## config.mk

```make
export PLATFORM = sky130hd
export DESIGN_NAME = ais_top
export DESIGN_NICKNAME = d
export VERILOG_FILES = /design/src/inc/ais_pkg.sv /design/src/hdl/ais_sync.sv /design/src/hdl/ais_top.sv
export SDC_FILE = /design/constraint.sdc
export NUM_CORES = 1
export LEC_CHECK = 0
export BUFFER_PORTS_ARGS = -buffer_cell sky130_fd_sc_hd__buf_2
export CAP_MARGIN = 20
export CORE_AREA = 2 2 308 158
export DETAILED_ROUTE_END_ITERATION = 16
export DIE_AREA = 0 0 310 160
export GPL_ROUTABILITY_DRIVEN = 0
export PLACE_DENSITY = 0.76
export SLEW_MARGIN = 20
export SYNTH_ARGS = -nofsm -noshare
export SYNTH_HDL_FRONTEND = slang
export SYNTH_SLANG_ARGS = --single-unit
```

## constraint.sdc

```tcl
create_clock -name ref_clk -period 17.1 [get_ports ref_clk]
set_input_delay 0.855 -clock ref_clk [delete_from_list [all_inputs] [get_ports ref_clk]]
set_output_delay 0.855 -clock ref_clk [all_outputs]
set_load 0.01 [all_outputs]
```

## src/inc/ais_pkg.sv

```systemverilog
// Constants and types for the architecture interrupt service unit
// How it works
// - Software interrupt 0x03 halts instruction execution; it takes no parameters.
// - Every software service raises a permission fault unless privilege level is 0.
// - Any service fault other than an illegal interrupt stores the interrupt ID in byte 3 and sets bit 13.
// - Keyboard input raises trappable interrupt 0x09 with its data in register one.
// - Failed keyboard reception raises an I/O fault marked as interrupt-caused.
// - Interrupt 0x0A sends the low byte of register one to the display.
// - A failed display transfer raises an I/O fault.
// - Interrupt 0x0B takes the storage unit from low half, flags from upper half.
// - Storage flag bit 16 means read, 17 write, 18 extended offset.
// - Offset is register two; with extended flag, register five adds upper 32 bits.
// - In the 64-bit variant the extended flag and register five are ignored.
// - Register three gives transfer length, register four the memory address.
// - Storage reports permission, bad value, bad memory or I/O fault as applies.
// - Interrupt 0x0D invalidates the page-cache entry for the page in register one.
// - Interrupt 0x0F configures timer from register one, unit two, count three.
// - Granularity flags are one-hot: ns, us, ms, s in bits 0 to 3.
// - Several granularity flags or a bad timer ID raise a bad value fault.
// - Timer expiry raises trappable interrupt 0x10 with the timer ID in register one.
// - A custom handler runs only after the internal routine has finished.
// - Hardware interrupts are taken only after the current instruction completes.
`default_nettype none
package ais_pkg;
  localparam int unsigned DATA_W     = 32;
  localparam int unsigned ADR_W      = 6;
  localparam int unsigned ID_W       = 8;
  localparam int unsigned NUM_GP     = 5;
  localparam int unsigned SYNC_W     = 42;
  // Interrupt identifiers
  localparam logic [7:0] ID_HALT     = 8'h03;
  localparam logic [7:0] ID_KBD      = 8'h09;
  localparam logic [7:0] ID_DISP     = 8'h0a;
  localparam logic [7:0] ID_STO      = 8'h0b;
  localparam logic [7:0] ID_PGINV    = 8'h0d;
  localparam logic [7:0] ID_TMR      = 8'h0f;
  localparam logic [7:0] ID_TEXP     = 8'h10;
  // Register byte offsets
  localparam logic [5:0] OFF_GP1     = 6'h00;
  localparam logic [5:0] OFF_GP2     = 6'h04;
  localparam logic [5:0] OFF_GP3     = 6'h08;
  localparam logic [5:0] OFF_GP4     = 6'h0c;
  localparam logic [5:0] OFF_GP5     = 6'h10;
  localparam logic [5:0] OFF_CTRL    = 6'h14;
  localparam logic [5:0] OFF_CMD     = 6'h18;
  localparam logic [5:0] OFF_FAULT   = 6'h1c;
  localparam logic [5:0] OFF_STAT    = 6'h20;
  // Fault flag fields
  localparam int unsigned FB_BAD_MEM = 1;
  localparam int unsigned FB_BAD_OP  = 4;
  localparam int unsigned FB_ILL_INT = 5;
  localparam int unsigned FB_PERM    = 11;
  localparam int unsigned FB_IO      = 12;
  localparam int unsigned FB_SOFT_INTERRUPT_INSTR    = 13;
  localparam int unsigned FF_ID_LSB  = 24;
  localparam int unsigned FF_ID_MSB  = 31;
  // Storage flags and fields
  localparam int unsigned STO_RD_BIT = 16;
  localparam int unsigned STO_WR_BIT = 17;
  localparam int unsigned STO_EXT_BIT = 18;
  localparam int unsigned STO_UNIT_W = 16;
  // Timer fields
  localparam int unsigned GRAN_W     = 4;
  localparam int unsigned TMR_ID_W   = 2;
  localparam int unsigned NUM_TIMERS = 4;
  // Control and status fields
  localparam int unsigned CTRL_PRIV  = 0;
  localparam int unsigned CTRL_A64   = 1;
  localparam logic       PRIV_SUPER  = 1'b0;
  localparam int unsigned ST_HALT    = 0;
  localparam int unsigned ST_BUSY    = 1;
  localparam int unsigned ST_KPEND   = 2;
  localparam int unsigned ST_TPEND   = 3;
  localparam int unsigned DISP_W     = 8;

  typedef enum logic [2:0] {S_IDLE, S_DISP, S_STO, S_REL, S_TRAP} ais_state_e;
endpackage : ais_pkg
`default_nettype wire

```

## src/hdl/ais_sync.sv

```systemverilog
// Two-stage synchroniser for pins from the partner hardware
`timescale 1ns/100ps
`default_nettype none
module ais_sync
  import ais_pkg::*;
#(
  parameter int unsigned WIDTH = 1
) (
  input  wire logic             clk,
  input  wire logic             reset,
  input  wire logic [WIDTH-1:0] d,
  output logic      [WIDTH-1:0] q
);
  logic [WIDTH-1:0] meta_r;
  logic [WIDTH-1:0] q_r;

  // First stage feeds only the second stage
  for (genvar i = 0; i < WIDTH; i++) begin : g_bit
    always_ff @(posedge clk or posedge reset) begin
      if (reset) begin
        meta_r[i] <= 1'b0;
        q_r[i]    <= 1'b0;
      end else begin
        meta_r[i] <= d[i];
        q_r[i]    <= meta_r[i];
      end
    end
  end

  assign q = q_r;
endmodule : ais_sync
`default_nettype wire

```

## src/hdl/ais_top.sv

```systemverilog
// Architecture interrupt service unit with classic Wishbone register slave
`timescale 1ns/100ps
`default_nettype none
module ais_top
  import ais_pkg::*;
(
  input  wire logic                  ref_clk,
  input  wire logic                  reset,
  input  wire logic                  wb_cyc_i,
  input  wire logic                  wb_stb_i,
  input  wire logic                  wb_we_i,
  input  wire logic [ADR_W-1:0]      wb_adr_i,
  input  wire logic [3:0]            wb_sel_i,
  input  wire logic [DATA_W-1:0]     wb_dat_i,
  output logic      [DATA_W-1:0]     wb_dat_o,
  output logic                       wb_ack_o,
  input  wire logic                  instr_done,
  input  wire logic                  kbd_valid,
  input  wire logic                  kbd_error,
  input  wire logic [DATA_W-1:0]     kbd_data,
  output logic                       disp_valid,
  output logic      [DISP_W-1:0]     disp_char,
  input  wire logic                  disp_ack,
  input  wire logic                  disp_error,
  output logic                       sto_req,
  output logic      [STO_UNIT_W-1:0] sto_unit,
  output logic                       sto_rd,
  output logic                       sto_wr,
  output logic      [2*DATA_W-1:0]   sto_offset,
  output logic      [DATA_W-1:0]     sto_len,
  output logic      [DATA_W-1:0]     sto_mem_addr,
  input  wire logic                  sto_done,
  input  wire logic                  sto_io_err,
  input  wire logic                  sto_mem_err,
  output logic                       pg_inval,
  output logic      [DATA_W-1:0]     pg_base,
  output logic                       tmr_cfg,
  output logic      [TMR_ID_W-1:0]   tmr_sel,
  output logic      [GRAN_W-1:0]     tmr_unit,
  output logic      [DATA_W-1:0]     tmr_count,
  input  wire logic                  tmr_expire,
  input  wire logic [TMR_ID_W-1:0]   tmr_exp_id,
  output logic                       cpu_halt,
  output logic                       trap_req,
  output logic      [ID_W-1:0]       trap_id
);
  // ----------------------------------------------------------------
  // Helpers
  // ----------------------------------------------------------------
  function automatic logic [DATA_W-1:0] byte_mask(input logic [3:0] sel);
    logic [DATA_W-1:0] m;
    m = '0;
    for (int b = 0; b < 4; b++) begin
      m[b*8 +: 8] = {8{sel[b]}};
    end
    return m;
  endfunction : byte_mask

  function automatic logic known_id(input logic [ID_W-1:0] id);
    return (id == ID_HALT) || (id == ID_DISP) || (id == ID_STO) ||
           (id == ID_PGINV) || (id == ID_TMR);
  endfunction : known_id

  // ----------------------------------------------------------------
  // Pin synchronisers
  // ----------------------------------------------------------------
  logic [SYNC_W-1:0] pin_s;
  logic              kbd_valid_s, kbd_error_s, disp_ack_s, disp_error_s;
  logic              sto_done_s, sto_io_err_s, sto_mem_err_s, tmr_expire_s;
  logic [DATA_W-1:0] kbd_data_s;
  logic [TMR_ID_W-1:0] tmr_exp_id_s;

  ais_sync #(.WIDTH(SYNC_W)) u_sync (
    .clk   (ref_clk),
    .reset (reset),
    .d     ({kbd_valid, kbd_error, kbd_data, disp_ack, disp_error, sto_done,
             sto_io_err, sto_mem_err, tmr_expire, tmr_exp_id}),
    .q     (pin_s)
  );
  assign {kbd_valid_s, kbd_error_s, kbd_data_s, disp_ack_s, disp_error_s, sto_done_s,
          sto_io_err_s, sto_mem_err_s, tmr_expire_s, tmr_exp_id_s} = pin_s;

  // ----------------------------------------------------------------
  // State declarations
  // ----------------------------------------------------------------
  ais_state_e        state_r;
  logic [DATA_W-1:0] gp_r [NUM_GP];
  logic [DATA_W-1:0] fault_r;
  logic [1:0]        ctrl_r;
  logic [ID_W-1:0]   cmd_id_r;
  logic              cmd_pend_r, halted_r, ack_r;
  logic              kbd_q_r, kbd_pend_r, kbd_err_r, tmr_q_r, tmr_pend_r;
  logic [DATA_W-1:0] kbd_data_r;
  logic [TMR_ID_W-1:0] tmr_id_r;

  logic bus_req, bus_wr, idle, take_hw, take_kbd, take_tmr, take_soft, soft_go;
  logic priv_ok, a64, sto_ext, gran_ok, tid_ok, resp_any;
  logic [DATA_W-1:0] soft_fault, fault_set, ff_nxt;
  logic [DATA_W-1:0] rd_mux;
  logic              fault_id_we;

  assign bus_req  = wb_cyc_i & wb_stb_i;
  assign bus_wr   = bus_req & wb_we_i & ack_r;
  assign idle     = (state_r == S_IDLE) & ~halted_r;
  assign take_hw  = idle & instr_done & (kbd_pend_r | tmr_pend_r);
  assign take_kbd = take_hw & kbd_pend_r;
  assign take_tmr = take_hw & ~kbd_pend_r;
  assign take_soft = idle & cmd_pend_r & ~take_hw;
  assign priv_ok  = (ctrl_r[CTRL_PRIV] == PRIV_SUPER);
  assign a64      = ctrl_r[CTRL_A64];
  assign sto_ext  = gp_r[0][STO_EXT_BIT] & ~a64;
  assign gran_ok  = $onehot(gp_r[1][GRAN_W-1:0]);
  assign tid_ok   = gp_r[0] < DATA_W'(NUM_TIMERS);
  assign resp_any = disp_ack_s | disp_error_s | sto_done_s | sto_io_err_s | sto_mem_err_s;

  // ----------------------------------------------------------------
  // Wishbone slave
  // ----------------------------------------------------------------
  // Single-wait answer: ack one cycle after the request appears
  always_ff @(posedge ref_clk or posedge reset) begin
    if (reset) begin
      ack_r    <= 1'b0;
      wb_dat_o <= '0;
    end else begin
      ack_r <= bus_req & ~ack_r;
      if (bus_req & ~ack_r) begin
        wb_dat_o <= rd_mux;
      end
    end
  end
  assign wb_ack_o = ack_r;

  always_comb begin
    rd_mux = '0;
    case (wb_adr_i)
      OFF_GP1:   rd_mux = gp_r[0];
      OFF_GP2:   rd_mux = gp_r[1];
      OFF_GP3:   rd_mux = gp_r[2];
      OFF_GP4:   rd_mux = gp_r[3];
      OFF_GP5:   rd_mux = gp_r[4];
      OFF_CTRL:  rd_mux = {{(DATA_W-2){1'b0}}, ctrl_r};
      OFF_CMD:   rd_mux = {{(DATA_W-ID_W){1'b0}}, cmd_id_r};
      OFF_FAULT: rd_mux = fault_r;
      OFF_STAT: begin
        rd_mux[ST_HALT]  = halted_r;
        rd_mux[ST_BUSY]  = cmd_pend_r | (state_r != S_IDLE);
        rd_mux[ST_KPEND] = kbd_pend_r;
        rd_mux[ST_TPEND] = tmr_pend_r;
      end
      default:   rd_mux = '0;
    endcase
  end

  // General-purpose registers; hardware delivery beats a bus write
  always_ff @(posedge ref_clk or posedge reset) begin
    if (reset) begin
      for (int g = 0; g < NUM_GP; g++) begin
        gp_r[g] <= '0;
      end
    end else begin
      for (int g = 0; g < NUM_GP; g++) begin
        if (bus_wr && wb_adr_i == ADR_W'(OFF_GP1 + 6'h04 * ADR_W'(g))) begin
          gp_r[g] <= (gp_r[g] & ~byte_mask(wb_sel_i)) | (wb_dat_i & byte_mask(wb_sel_i));
        end
      end
      if (take_kbd && !kbd_err_r) begin
        gp_r[0] <= kbd_data_r;
      end else if (take_tmr) begin
        gp_r[0] <= {{(DATA_W-TMR_ID_W){1'b0}}, tmr_id_r};
      end
    end
  end

  always_ff @(posedge ref_clk or posedge reset) begin
    if (reset) begin
      ctrl_r <= '0;
    end else if (bus_wr && wb_adr_i == OFF_CTRL && wb_sel_i[0]) begin
      ctrl_r <= wb_dat_i[1:0];
    end
  end

  // Command register; a second command is dropped while one is still pending
  always_ff @(posedge ref_clk or posedge reset) begin
    if (reset) begin
      cmd_pend_r <= 1'b0;
      cmd_id_r   <= '0;
    end else if (bus_wr && wb_adr_i == OFF_CMD && wb_sel_i[0] && !cmd_pend_r && !halted_r) begin
      cmd_pend_r <= 1'b1;
      cmd_id_r   <= wb_dat_i[ID_W-1:0];
    end else if (take_soft) begin
      cmd_pend_r <= 1'b0;
    end
  end

  // ----------------------------------------------------------------
  // Hardware interrupt intake
  // ----------------------------------------------------------------
  always_ff @(posedge ref_clk or posedge reset) begin
    if (reset) begin
      kbd_q_r    <= 1'b0;
      kbd_pend_r <= 1'b0;
      kbd_err_r  <= 1'b0;
      kbd_data_r <= '0;
      tmr_q_r    <= 1'b0;
      tmr_pend_r <= 1'b0;
      tmr_id_r   <= '0;
    end else begin
      kbd_q_r    <= kbd_valid_s;
      tmr_q_r    <= tmr_expire_s;
      // A new edge in the take cycle is kept pending
      kbd_pend_r <= (kbd_valid_s & ~kbd_q_r) | (kbd_pend_r & ~take_kbd);
      tmr_pend_r <= (tmr_expire_s & ~tmr_q_r) | (tmr_pend_r & ~take_tmr);
      if (kbd_valid_s && !kbd_q_r) begin
        kbd_data_r <= kbd_data_s;
        kbd_err_r  <= kbd_error_s;
      end
      if (tmr_expire_s && !tmr_q_r) begin
        tmr_id_r <= tmr_exp_id_s;
      end
    end
  end

  // ----------------------------------------------------------------
  // Service checks and fault recording
  // ----------------------------------------------------------------
  always_comb begin
    soft_fault = '0;
    if (!known_id(cmd_id_r)) begin
      soft_fault[FB_ILL_INT] = 1'b1;
    end else if (!priv_ok) begin
      soft_fault[FB_PERM] = 1'b1;
    end else if (cmd_id_r == ID_STO &&
                 gp_r[0][STO_RD_BIT] == gp_r[0][STO_WR_BIT]) begin
      soft_fault[FB_BAD_OP] = 1'b1;
    end else if (cmd_id_r == ID_TMR && !(gran_ok && tid_ok)) begin
      soft_fault[FB_BAD_OP] = 1'b1;
    end
  end
  assign soft_go = take_soft & ~|soft_fault;

  always_comb begin
    fault_set   = '0;
    fault_id_we = 1'b0;
    if (take_soft && |soft_fault) begin
      fault_set          = soft_fault;
      fault_set[FB_SOFT_INTERRUPT_INSTR] = ~soft_fault[FB_ILL_INT];
      fault_id_we        = ~soft_fault[FB_ILL_INT];
    end else if (take_kbd && kbd_err_r) begin
      fault_set[FB_IO]   = 1'b1;
      fault_set[FB_SOFT_INTERRUPT_INSTR] = 1'b1;
      fault_id_we        = 1'b1;
    end else if (state_r == S_DISP && disp_error_s) begin
      fault_set[FB_IO]   = 1'b1;
      fault_set[FB_SOFT_INTERRUPT_INSTR] = 1'b1;
      fault_id_we        = 1'b1;
    end else if (state_r == S_STO && (sto_io_err_s || sto_mem_err_s)) begin
      fault_set[FB_IO]      = sto_io_err_s;
      fault_set[FB_BAD_MEM] = sto_mem_err_s;
      fault_set[FB_SOFT_INTERRUPT_INSTR]    = 1'b1;
      fault_id_we           = 1'b1;
    end
  end

  // Write-one-to-clear; a fault arriving in the same cycle survives
  always_comb begin
    ff_nxt = fault_r;
    if (bus_wr && wb_adr_i == OFF_FAULT) begin
      ff_nxt = ff_nxt & ~(wb_dat_i & byte_mask(wb_sel_i));
    end
    ff_nxt = ff_nxt | fault_set;
    if (fault_id_we) begin
      if (take_kbd) begin
        ff_nxt[FF_ID_MSB:FF_ID_LSB] = ID_KBD;
      end else if (state_r == S_DISP) begin
        ff_nxt[FF_ID_MSB:FF_ID_LSB] = ID_DISP;
      end else if (state_r == S_STO) begin
        ff_nxt[FF_ID_MSB:FF_ID_LSB] = ID_STO;
      end else begin
        ff_nxt[FF_ID_MSB:FF_ID_LSB] = cmd_id_r;
      end
    end
  end

  always_ff @(posedge ref_clk or posedge reset) begin
    if (reset) begin
      fault_r <= '0;
    end else begin
      fault_r <= ff_nxt;
    end
  end

  // ----------------------------------------------------------------
  // Sequencer: four-phase handshakes with display and storage
  // ----------------------------------------------------------------
  always_ff @(posedge ref_clk or posedge reset) begin
    if (reset) begin
      state_r <= S_IDLE;
    end else begin
      case (state_r)
        S_IDLE: begin
          if (soft_go && cmd_id_r == ID_DISP) begin
            state_r <= S_DISP;
          end else if (soft_go && cmd_id_r == ID_STO) begin
            state_r <= S_STO;
          end else if ((take_kbd && !kbd_err_r) || take_tmr) begin
            state_r <= S_TRAP;
          end
        end
        S_DISP: if (disp_ack_s || disp_error_s) state_r <= S_REL;
        S_STO:  if (sto_done_s || sto_io_err_s || sto_mem_err_s) state_r <= S_REL;
        S_REL:  if (!resp_any) state_r <= S_IDLE;
        S_TRAP: state_r <= S_IDLE;
        default: state_r <= S_IDLE;
      endcase
    end
  end

  always_ff @(posedge ref_clk or posedge reset) begin
    if (reset) begin
      disp_valid <= 1'b0;
      disp_char  <= '0;
    end else if (soft_go && cmd_id_r == ID_DISP) begin
      disp_valid <= 1'b1;
      disp_char  <= gp_r[0][DISP_W-1:0];
    end else if (state_r == S_DISP && (disp_ack_s || disp_error_s)) begin
      disp_valid <= 1'b0;
    end
  end

  always_ff @(posedge ref_clk or posedge reset) begin
    if (reset) begin
      sto_req      <= 1'b0;
      sto_unit     <= '0;
      sto_rd       <= 1'b0;
      sto_wr       <= 1'b0;
      sto_offset   <= '0;
      sto_len      <= '0;
      sto_mem_addr <= '0;
    end else if (soft_go && cmd_id_r == ID_STO) begin
      sto_req      <= 1'b1;
      sto_unit     <= gp_r[0][STO_UNIT_W-1:0];
      sto_rd       <= gp_r[0][STO_RD_BIT];
      sto_wr       <= gp_r[0][STO_WR_BIT];
      sto_offset   <= {sto_ext ? gp_r[4] : {DATA_W{1'b0}}, gp_r[1]};
      sto_len      <= gp_r[2];
      sto_mem_addr <= gp_r[3];
    end else if (state_r == S_STO && (sto_done_s || sto_io_err_s || sto_mem_err_s)) begin
      sto_req <= 1'b0;
    end
  end

  always_ff @(posedge ref_clk or posedge reset) begin
    if (reset) begin
      pg_inval  <= 1'b0;
      pg_base   <= '0;
      tmr_cfg   <= 1'b0;
      tmr_sel   <= '0;
      tmr_unit  <= '0;
      tmr_count <= '0;
      cpu_halt  <= 1'b0;
    end else begin
      pg_inval <= soft_go && cmd_id_r == ID_PGINV;
      tmr_cfg  <= soft_go && cmd_id_r == ID_TMR;
      if (soft_go && cmd_id_r == ID_PGINV) begin
        pg_base <= gp_r[0];
      end
      if (soft_go && cmd_id_r == ID_TMR) begin
        tmr_sel   <= gp_r[0][TMR_ID_W-1:0];
        tmr_unit  <= gp_r[1][GRAN_W-1:0];
        tmr_count <= gp_r[2];
      end
      if (soft_go && cmd_id_r == ID_HALT) begin
        cpu_halt <= 1'b1;
      end
    end
  end
  assign halted_r = cpu_halt;

  // Custom handler request one cycle after register one is loaded
  always_ff @(posedge ref_clk or posedge reset) begin
    if (reset) begin
      trap_req <= 1'b0;
      trap_id  <= '0;
    end else begin
      trap_req <= (state_r == S_TRAP);
      if (take_kbd) begin
        trap_id <= ID_KBD;
      end else if (take_tmr) begin
        trap_id <= ID_TEXP;
      end
    end
  end
endmodule : ais_top
`default_nettype wire

```

Word-level counts from Yosys, hierarchy flattened
Index checks and enable logic that the tools add are counted.
{"block": "totals", "output_inout_bits": 271, "regBits": 600, "inputBits": 90}
{"block": "classes", "n_lt_le_gt_ge": 1, "eq_ne": 23, "muxes": 46, "n_addsub": 3, "reduce_logical": 55, "n_bitwise": 49}
{"op": "$and 32x32->32", "count": 7}
{"op": "$pmux 28 s7", "count": 1}
{"op": "$mux 32", "count": 5}
{"op": "$or 32x32->32", "count": 5}
{"op": "$not 32->32", "count": 2}
{"op": "$mux 8", "count": 6}
{"op": "$pmux 4 s9", "count": 1}
{"op": "$eq 8x4->1 const B", "count": 4}
{"op": "$lt 32x3->1 const B", "count": 1}
{"op": "$or 32x14->32", "count": 1}
{"op": "$logic_and 1x1->1", "count": 29}
{"op": "$eq 6x5->1 const B", "count": 4}
{"op": "$mux 1", "count": 21}
{"op": "$mux 3", "count": 6}
{"op": "$and 1x1->1", "count": 17}
{"op": "$eq 6x4->1 const B", "count": 2}
{"op": "$pmux 3 s4", "count": 1}
{"op": "$mux 10", "count": 1}
{"op": "$logic_or 1x1->1", "count": 9}
{"op": "$not 1->1", "count": 9}
{"op": "$eq 8x2->1 const B", "count": 1}
{"op": "$mux 2", "count": 4}
{"op": "$or 1x1->1", "count": 8}
{"op": "$reduce_bool 2->1", "count": 4}
{"op": "other kinds (17)", "count": 28}

Depth between registers and ports, before layout
Gate-level depths: netlist (run 1).
{"block": "depth", "depth_word": 17, "depth_mapped": 12, "ltp_nobuf": 11}

Hierarchy
Synthesis (run 1) repeated with hierarchy kept, for this count alone.
{"block": "unflattened", "hier_cells": 1949, "area_unflattened_um2": 23462.5}
{"module": "ais_top", "instances": 1, "cells_each": 1864, "area_each_um2": 21356.7}
{"module": "ais_sync", "instances": 1, "cells_each": 85, "area_each_um2": 2105.8}

Least setup slack after synthesis (run 1)
No wires, ideal clock.
{"block": "synth_timing", "path_kind": "register to register", "start": "register with a tool-made name", "end": "register fault_r[24]", "slack_ps": 14228, "required_time_ps": 17019, "path_stages_with_launch": 12, "setup_time_ps": 81, "arrival_ps": 2791, "path_cell_list": "dfrtp_1 > inv_1 > fa_1 > inv_1 > ha_1 > ha_1 > nor4bb_1 > nand4_1 > nor2_1 > o21ai_0 > a31oi_1 > mux2i_1"}
{"element": "end signal, assigned", "line": "ais_top.sv:288", "text": "fault_r <= ff_nxt;"}
{"element": "end, declared", "line": "ais_top.sv:88", "text": "logic [DATA_W-1:0] fault_r;"}

==> reports/qor.csv, run 1 <==
metric,value,unit
status,"complete, no violations",
p_leak,14.5,nW
clock_sinks,594,
layout_commonest_cell,dfrtp_1,
nNetsFinal,2373,
grt_use_total,27.4,%
initial_core_util,49.0,%
die_w,310,um
cts_tree,done,
ctsResizeCount,0,
port_buffers,355,
dpl.hpwl,46.9,mm
synth_top_area_share,64.0,%
path_class,reg -> reg,
max-slew-margin-rel,22.6,%
syn-mean-instance-area,11.9,um^2
overflow,0,
clock.fmax,268,MHz
routed-via-count,17100,
layout-drive-gt1-share,32.1,%
synthesis.area,23200,um^2
num_rows,57,
synth.area.top_cells,"dfrtp_1 64%, mux2_2 12%, nand2_1 8.3%, a222oi_1 1.5%, a21oi_1 1.4%",
via_per_inst,5.76,
stdcell_count,2977,
synth_top_cell_by_area,dfrtp_1,
finalCoreUtilization,58.1,%
rsz0062_at_grt,false,
pre_cts_ws,12880,ps
crit_family,simple AND/OR/NAND/NOR gates,
internal_power,2.29,mW
synth_cells,1952,
core-area,47400,um^2
slowest_stage,fa_1,
critPathArrivalTime,4200,ps
synth_ff_type,dfrtp_1,
grt_pass1_wl,104,mm
dr.pass1.iters,6,
routed_wl,67.9,mm
path_buf_inv,3,
worst_pin_slew,1160,ps
setup_violations,0,
worstPathRequired,17570,ps
htreeDepth,2,
cts_root_buf,clkbuf_16,
clk_latency,590,ps
hp-class,in -> async,
ys_seq_area_share,64.0,%
tns,0,ps
hold_viol,0,
placed_area,25600,um^2
grt_max_degree,183,
clock_power_share,41.5,%
antenna_found_initial,9,
cp-end-kind,flip-flop,
post-route-min-period,3730,ps
setup_ws,13370,ps
period_share,21.8,%
synth-edff-count,0,
powerDensity,112,nW/um^2
cp-start-kind,flip-flop,
dr.first_iter.drc_count,2013,
yosys.cell_types.count,56,
numCtsBuffers,51,
clockBufferDepth,3,
slowest_delay,550,ps
grt_pass1_vias,17000,
cp_max_fo,21,
postSynth.asyncResetShare,100,%
ioPinCount,361,
wl_per_cell,22.8,um
clk_pin_slew,70,ps
clock_skew,34.3,ps
p_seq_share,51.0,%
hold_ws,188,ps
area_growth,18.5,%
ys_seq_elements,594,
dp_cells,2873,
final_cell_mix,"594 x dfrtp_1, 515 x nand2_1, 355 x buf_2",
die_area,49600,um^2
swShare,25.3,%
drc,0,
combPwrFrac,7.5,%
cap_violations,0,
hold_buffers,0,
drv_slew,0,
chipHeight,160,um
switchingPower,0.778,mW
nFillCells,3882,
p_total,3.07,mW
post-cts-setup-buffer-count,0,
yosys_warnings,0,
crit_chain,"inv_1, fa_1, inv_1, ha_1, ha_1, nor4bb_1, nand4_1, nor2_1, nand3b_1, buf_4, mux2_2",
final_area,27500,um^2
vdd_drop_max,0.0000741,V
ant_nets,0,
==> logic make-up (layout without fill, tap and decap cells) <==
| logic type | Yosys count | count (layout) | synth area share, % |
|---|---|---|---|
| AOI/OAI and AO/OA | 284 | 284 | 8.29 |
| adders and majority gates | 4 | 4 | 0.248 |
| buffers and inverters | 129 | 493 | 2.64 |
| DFF | 594 | 594 | 64.0 |
| muxes | 261 | 261 | 12.6 |
| other | 1 | 13 | 0.0162 |
| and+or+nand+nor | 679 | 679 | 12.2 |
==> layout make-up <==
class	count	area [um^2]	share of cell area, %
clock inverters	17	263	0.956
repair buffers	383	2030	7.39
well taps	649	812	2.95
diodes	8	20.0	0.0728
multi-input cells	1233	7840	28.5
clock buffers	77	1610	5.84
inverters	16	63.8	0.232
flip-flops and latches	594	14900	54.1
==> layer usage <==
layer	GRT usage, %	part of all wire [%]	up-vias
li1	-	-	7418
met1	41.1	43	8775
met2	40.5	45	832
met3	6.10	9.8	110
met4	7.16	2.4	2
met5	0	0.019	-
==> path summary, 6_finish.rpt <==
check	from	end	slack, ps	depth (start not counted)
setup / recovery	flip-flop	tmr_count[15]	13370	11
hold / removal	reset	sto_mem_addr[7]	190	2
setup reg to reg	flip-flop	tmr_count[15]	13370	11
hold reg to reg	u_sync.meta_r[12]	u_sync.q[12]	350	0
max in group asynchronous	reset	wb_dat_o[2]	14060	5
min in group ref_clk	u_sync.meta_r[12]	u_sync.q[12]	350	0
==> cell usage after synthesis, types with 3 or more instances <==
| master | instances |
|---|---|
| dfrtp_1 | 594 |
| nand2_1 | 515 |
| mux2_2 | 252 |
| clkbuf_1 | 76 |
| a21oi_1 | 67 |
| o21ai_0 | 53 |
| nor2_1 | 50 |
| nand3_1 | 44 |
| a222oi_1 | 34 |
| a21o_1 | 33 |
| a31oi_1 | 31 |
| a221oi_1 | 27 |
| a21boi_0 | 18 |
| buf_2 | 18 |
| inv_1 | 15 |
| nor4_1 | 12 |
| buf_6 | 11 |
| mux2i_1 | 9 |
| nor3_1 | 8 |
| nand2b_1 | 7 |
| and3_1 | 6 |
| buf_4 | 6 |
| a22oi_1 | 4 |
| a32oi_1 | 4 |
| and2_0 | 4 |
| and2_1 | 4 |
| nor2b_1 | 4 |
| ha_1 | 3 |
| nor3_2 | 3 |
| nor4b_1 | 3 |
| or3_1 | 3 |
==> power by group through the flow <==
stage | logic [mW] | clock network, mW | registers [mW]
2_1_floorplan | 0.137 | 0 | 1.55
3_3_place_gp | 0.221 | 0 | 1.59
3_5_place_dp | 0.229 | 0 | 1.59
4_1_cts | 0.230 | 1.29 | 1.56
5_1_grt | 0.253 | 1.35 | 1.57
6_report | 0.229 | 1.28 | 1.57
No activity file was read; power rests on OpenSTA's default activity.
==> run 2, diff against run 1 <==
--- a/config.mk
+++ b/config.mk
@@ -5,6 +5,7 @@
 export SDC_FILE = /design/constraint.sdc
 export NUM_CORES = 1
 export LEC_CHECK = 0
+export ABC_AREA = 1
 export BUFFER_PORTS_ARGS = -buffer_cell sky130_fd_sc_hd__buf_2
 export CAP_MARGIN = 20
 export CORE_AREA = 2 2 308 158
==> constraint.sdc (replaced) <==
create_clock -name ref_clk -period 3.1 [get_ports ref_clk]
set_input_delay 0.155 -clock ref_clk [delete_from_list [all_inputs] [get_ports ref_clk]]
set_output_delay 0.155 -clock ref_clk [all_outputs]
set_load 0.01 [all_outputs]
==> reports/qor.csv, run 2 <==
metric,value,unit
grt_pass1_wl,110,mm
crit_chain,"inv_2, fa_1, inv_2, ha_4, ha_4, nor2_2, nand2_1, nor2_1, nand2_1, nor2_1, nor2_1, nor3_2, nand2_2, nor2_2, inv_2, buf_12, nand2_1, o21ai_0",
nFillCells,3892,
grt_max_degree,127,
clk_latency,600,ps
routed-via-count,19700,
worstPathRequired,3550,ps
synthSimpleGateAreaFrac,11.9,%
synth.area.top_cells,"dfrtp_1 64%, o21ai_0 8.9%, nand2_1 8.8%, inv_1 3.7%, mux2_2 2.4%",
powerDensity,552,nW/um^2
drv_slew,0,
core-area,47400,um^2
post-route-min-period,3070,ps
ys_seq_elements,594,
chipHeight,160,um
clock_power_share,42.7,%
setup_ws,32.6,ps
p_total,15.8,mW
routed_wl,75.0,mm
grt_use_total,29.0,%
dpl.hpwl,51.1,mm
pre_cts_ws,37.4,ps
initial_core_util,49.0,%
ant_nets,0,
clockBufferDepth,3,
cp-start-kind,flip-flop,
area_growth,23.4,%
synth-edff-count,0,
slowest_stage,fa_1,
r2r_setup_slack,30,ps
antenna_found_initial,7,
postSynth.asyncResetShare,100,%
yosys_warnings,0,
clock_skew,36.8,ps
hold_viol,0,
overflow,0,
yosys.area_share.adder,0.248,%
synth.most_common_cell,dfrtp_1,
slowest_delay,550,ps
num_rows,57,
path_class,reg -> reg,
cts_tree,done,
crit_family,simple AND/OR/NAND/NOR gates,
hp-class,in -> reg,
vdd_drop_max,0.000450,V
hp-start,wb_sel_i[1],
worst_pin_slew,958,ps
final_cell_mix,"594 x dfrtp_1, 532 x nand2_1, 387 x o21ai_0",
worstReg2RegEnd,tmr_count[20],
dr.pass1.iters,8,
clock.fmax,326,MHz
die_area,49600,um^2
synthesis.area,23200,um^2
internal_power,12.0,mW
synth_xor_area_share,0,%
grt_pass1_vias,19200,
rsz0062_at_grt,true,
htreeDepth,2,
ys_top_cells_by_count,"594 x dfrtp_1, 544 x nand2_1, 412 x o21ai_0",
yosys.cell_types.count,45,
dr.first_iter.drc_count,2726,
nNetsFinal,2858,
synth_top_area_share,64.1,%
stdcell_count,3458,
final_area,28600,um^2
status,"complete, no violations",
synth-compound-area-share,15.2,%
layout-drive-gt1-share,21.2,%
synthMuxAreaShare,2.43,%
synth_top_cell_by_area,dfrtp_1,
wl_per_cell,21.7,um
clk_pin_slew,70,ps
finalCoreUtilization,60.4,%
drc,0,
tns,0,ps
swShare,23.7,%
layout_commonest_cell,dfrtp_1,
via_per_inst,5.71,
switchingPower,3.75,mW
dp_cells,3275,
setup_violations,0,
period_share,98.9,%
hold_ws,55.5,ps
numCtsBuffers,51,
synth_top_family_by_area,compound AO/OA/AOI/OAI gates,
reg2reg_depth,18,
die_w,310,um
syn-mean-instance-area,9.94,um^2
critPathArrivalTime,3520,ps
cp-end-kind,flip-flop,
synth_ff_type,dfrtp_1,
port_buffers,355,
combPwrFrac,6.3,%
ys_seq_area_share,64.1,%
path_buf_inv,4,
p_seq_share,51.0,%
ioPinCount,361,
cts_root_buf,clkbuf_16,
whs_endpoint,fault_r[15],
p_leak,14.6,nW
hold_path_depth,2,
max-slew-margin-rel,36.1,%
placed_area,25800,um^2
clock_sinks,594,
synth_cells,2332,
cp_max_fo,45,
cap_violations,0,
## run 2: worst max path at each step
stage	from	endpoint	slack, ps	cells past startpoint
floorplan	reset	asynchronous set/reset pin	-5150	1
global placement	flip-flop	tmr_count[25]	40	18
detailed placement	flip-flop	tmr_count[20]	40	18
CTS	flip-flop	sto_len[22]	3	18
global route	flip-flop	tmr_count[25]	-160	17
finish	flip-flop	tmr_count[20]	30	18
## run 2: cell families after synthesis
| family | Yosys count |
|---|---|
| and+or+nand+nor | 704 |
| AOI/OAI and AO/OA | 633 |
| DFF | 594 |
| buffers and inverters | 346 |
| muxes | 50 |
| adders and majority gates | 4 |
| other | 1 |
## run 2: worst register-to-register path, stage by stage, from the launching register on
cell and delay (ps):
dfrtp_1 360, inv_2 50, fa_1 550, inv_2 50, ha_4 150, ha_4 200, nor2_2 90, nand2_1 50
nor2_1 90, nand2_1 50, nor2_1 100, nor2_1 70, nor3_2 160, nand2_2 140, nor2_2 290, inv_2 110
buf_12 180, nand2_1 120, o21ai_0 100
## run 2: power groups by stage
stage	logic (mW)	clock network, mW	registers (mW)
floorplan	0.525	0	8.18
global placement	0.861	0	8.19
detailed placement	0.892	0	8.20
CTS	0.974	6.78	8.05
global route	1.10	7.14	8.07
finish	0.998	6.74	8.05
## run 2: layout make-up
type                    instances  area [um^2]  area share, %
clock buffers                  71         1450           5.07
inverters                     230          867           3.03
flip-flops and latches        594        14900           52.0
diodes                          4         10.0         0.0350
repair buffers                491         3250           11.4
well taps                     649          812           2.84
multi-input cells            1396         7070           24.7
clock inverters                23          277          0.967
## run 2: timing repair
action | CTS | global route
endpoints found under the setup margin | 0 | 214
hold endpoints to repair | 180 | 0
gates resized for setup | 0 | 64
buffers inserted | 0 | 3
hold buffers | 76 | 0
## run 2: routing by layer
metal,track usage (%),routed length [um],up-vias
met1,38.6,28800,9607
met5,0,29,-
met4,10.2,3290,4
li1,-,-,8562
met3,8.76,9160,264
met2,45.2,33700,1297
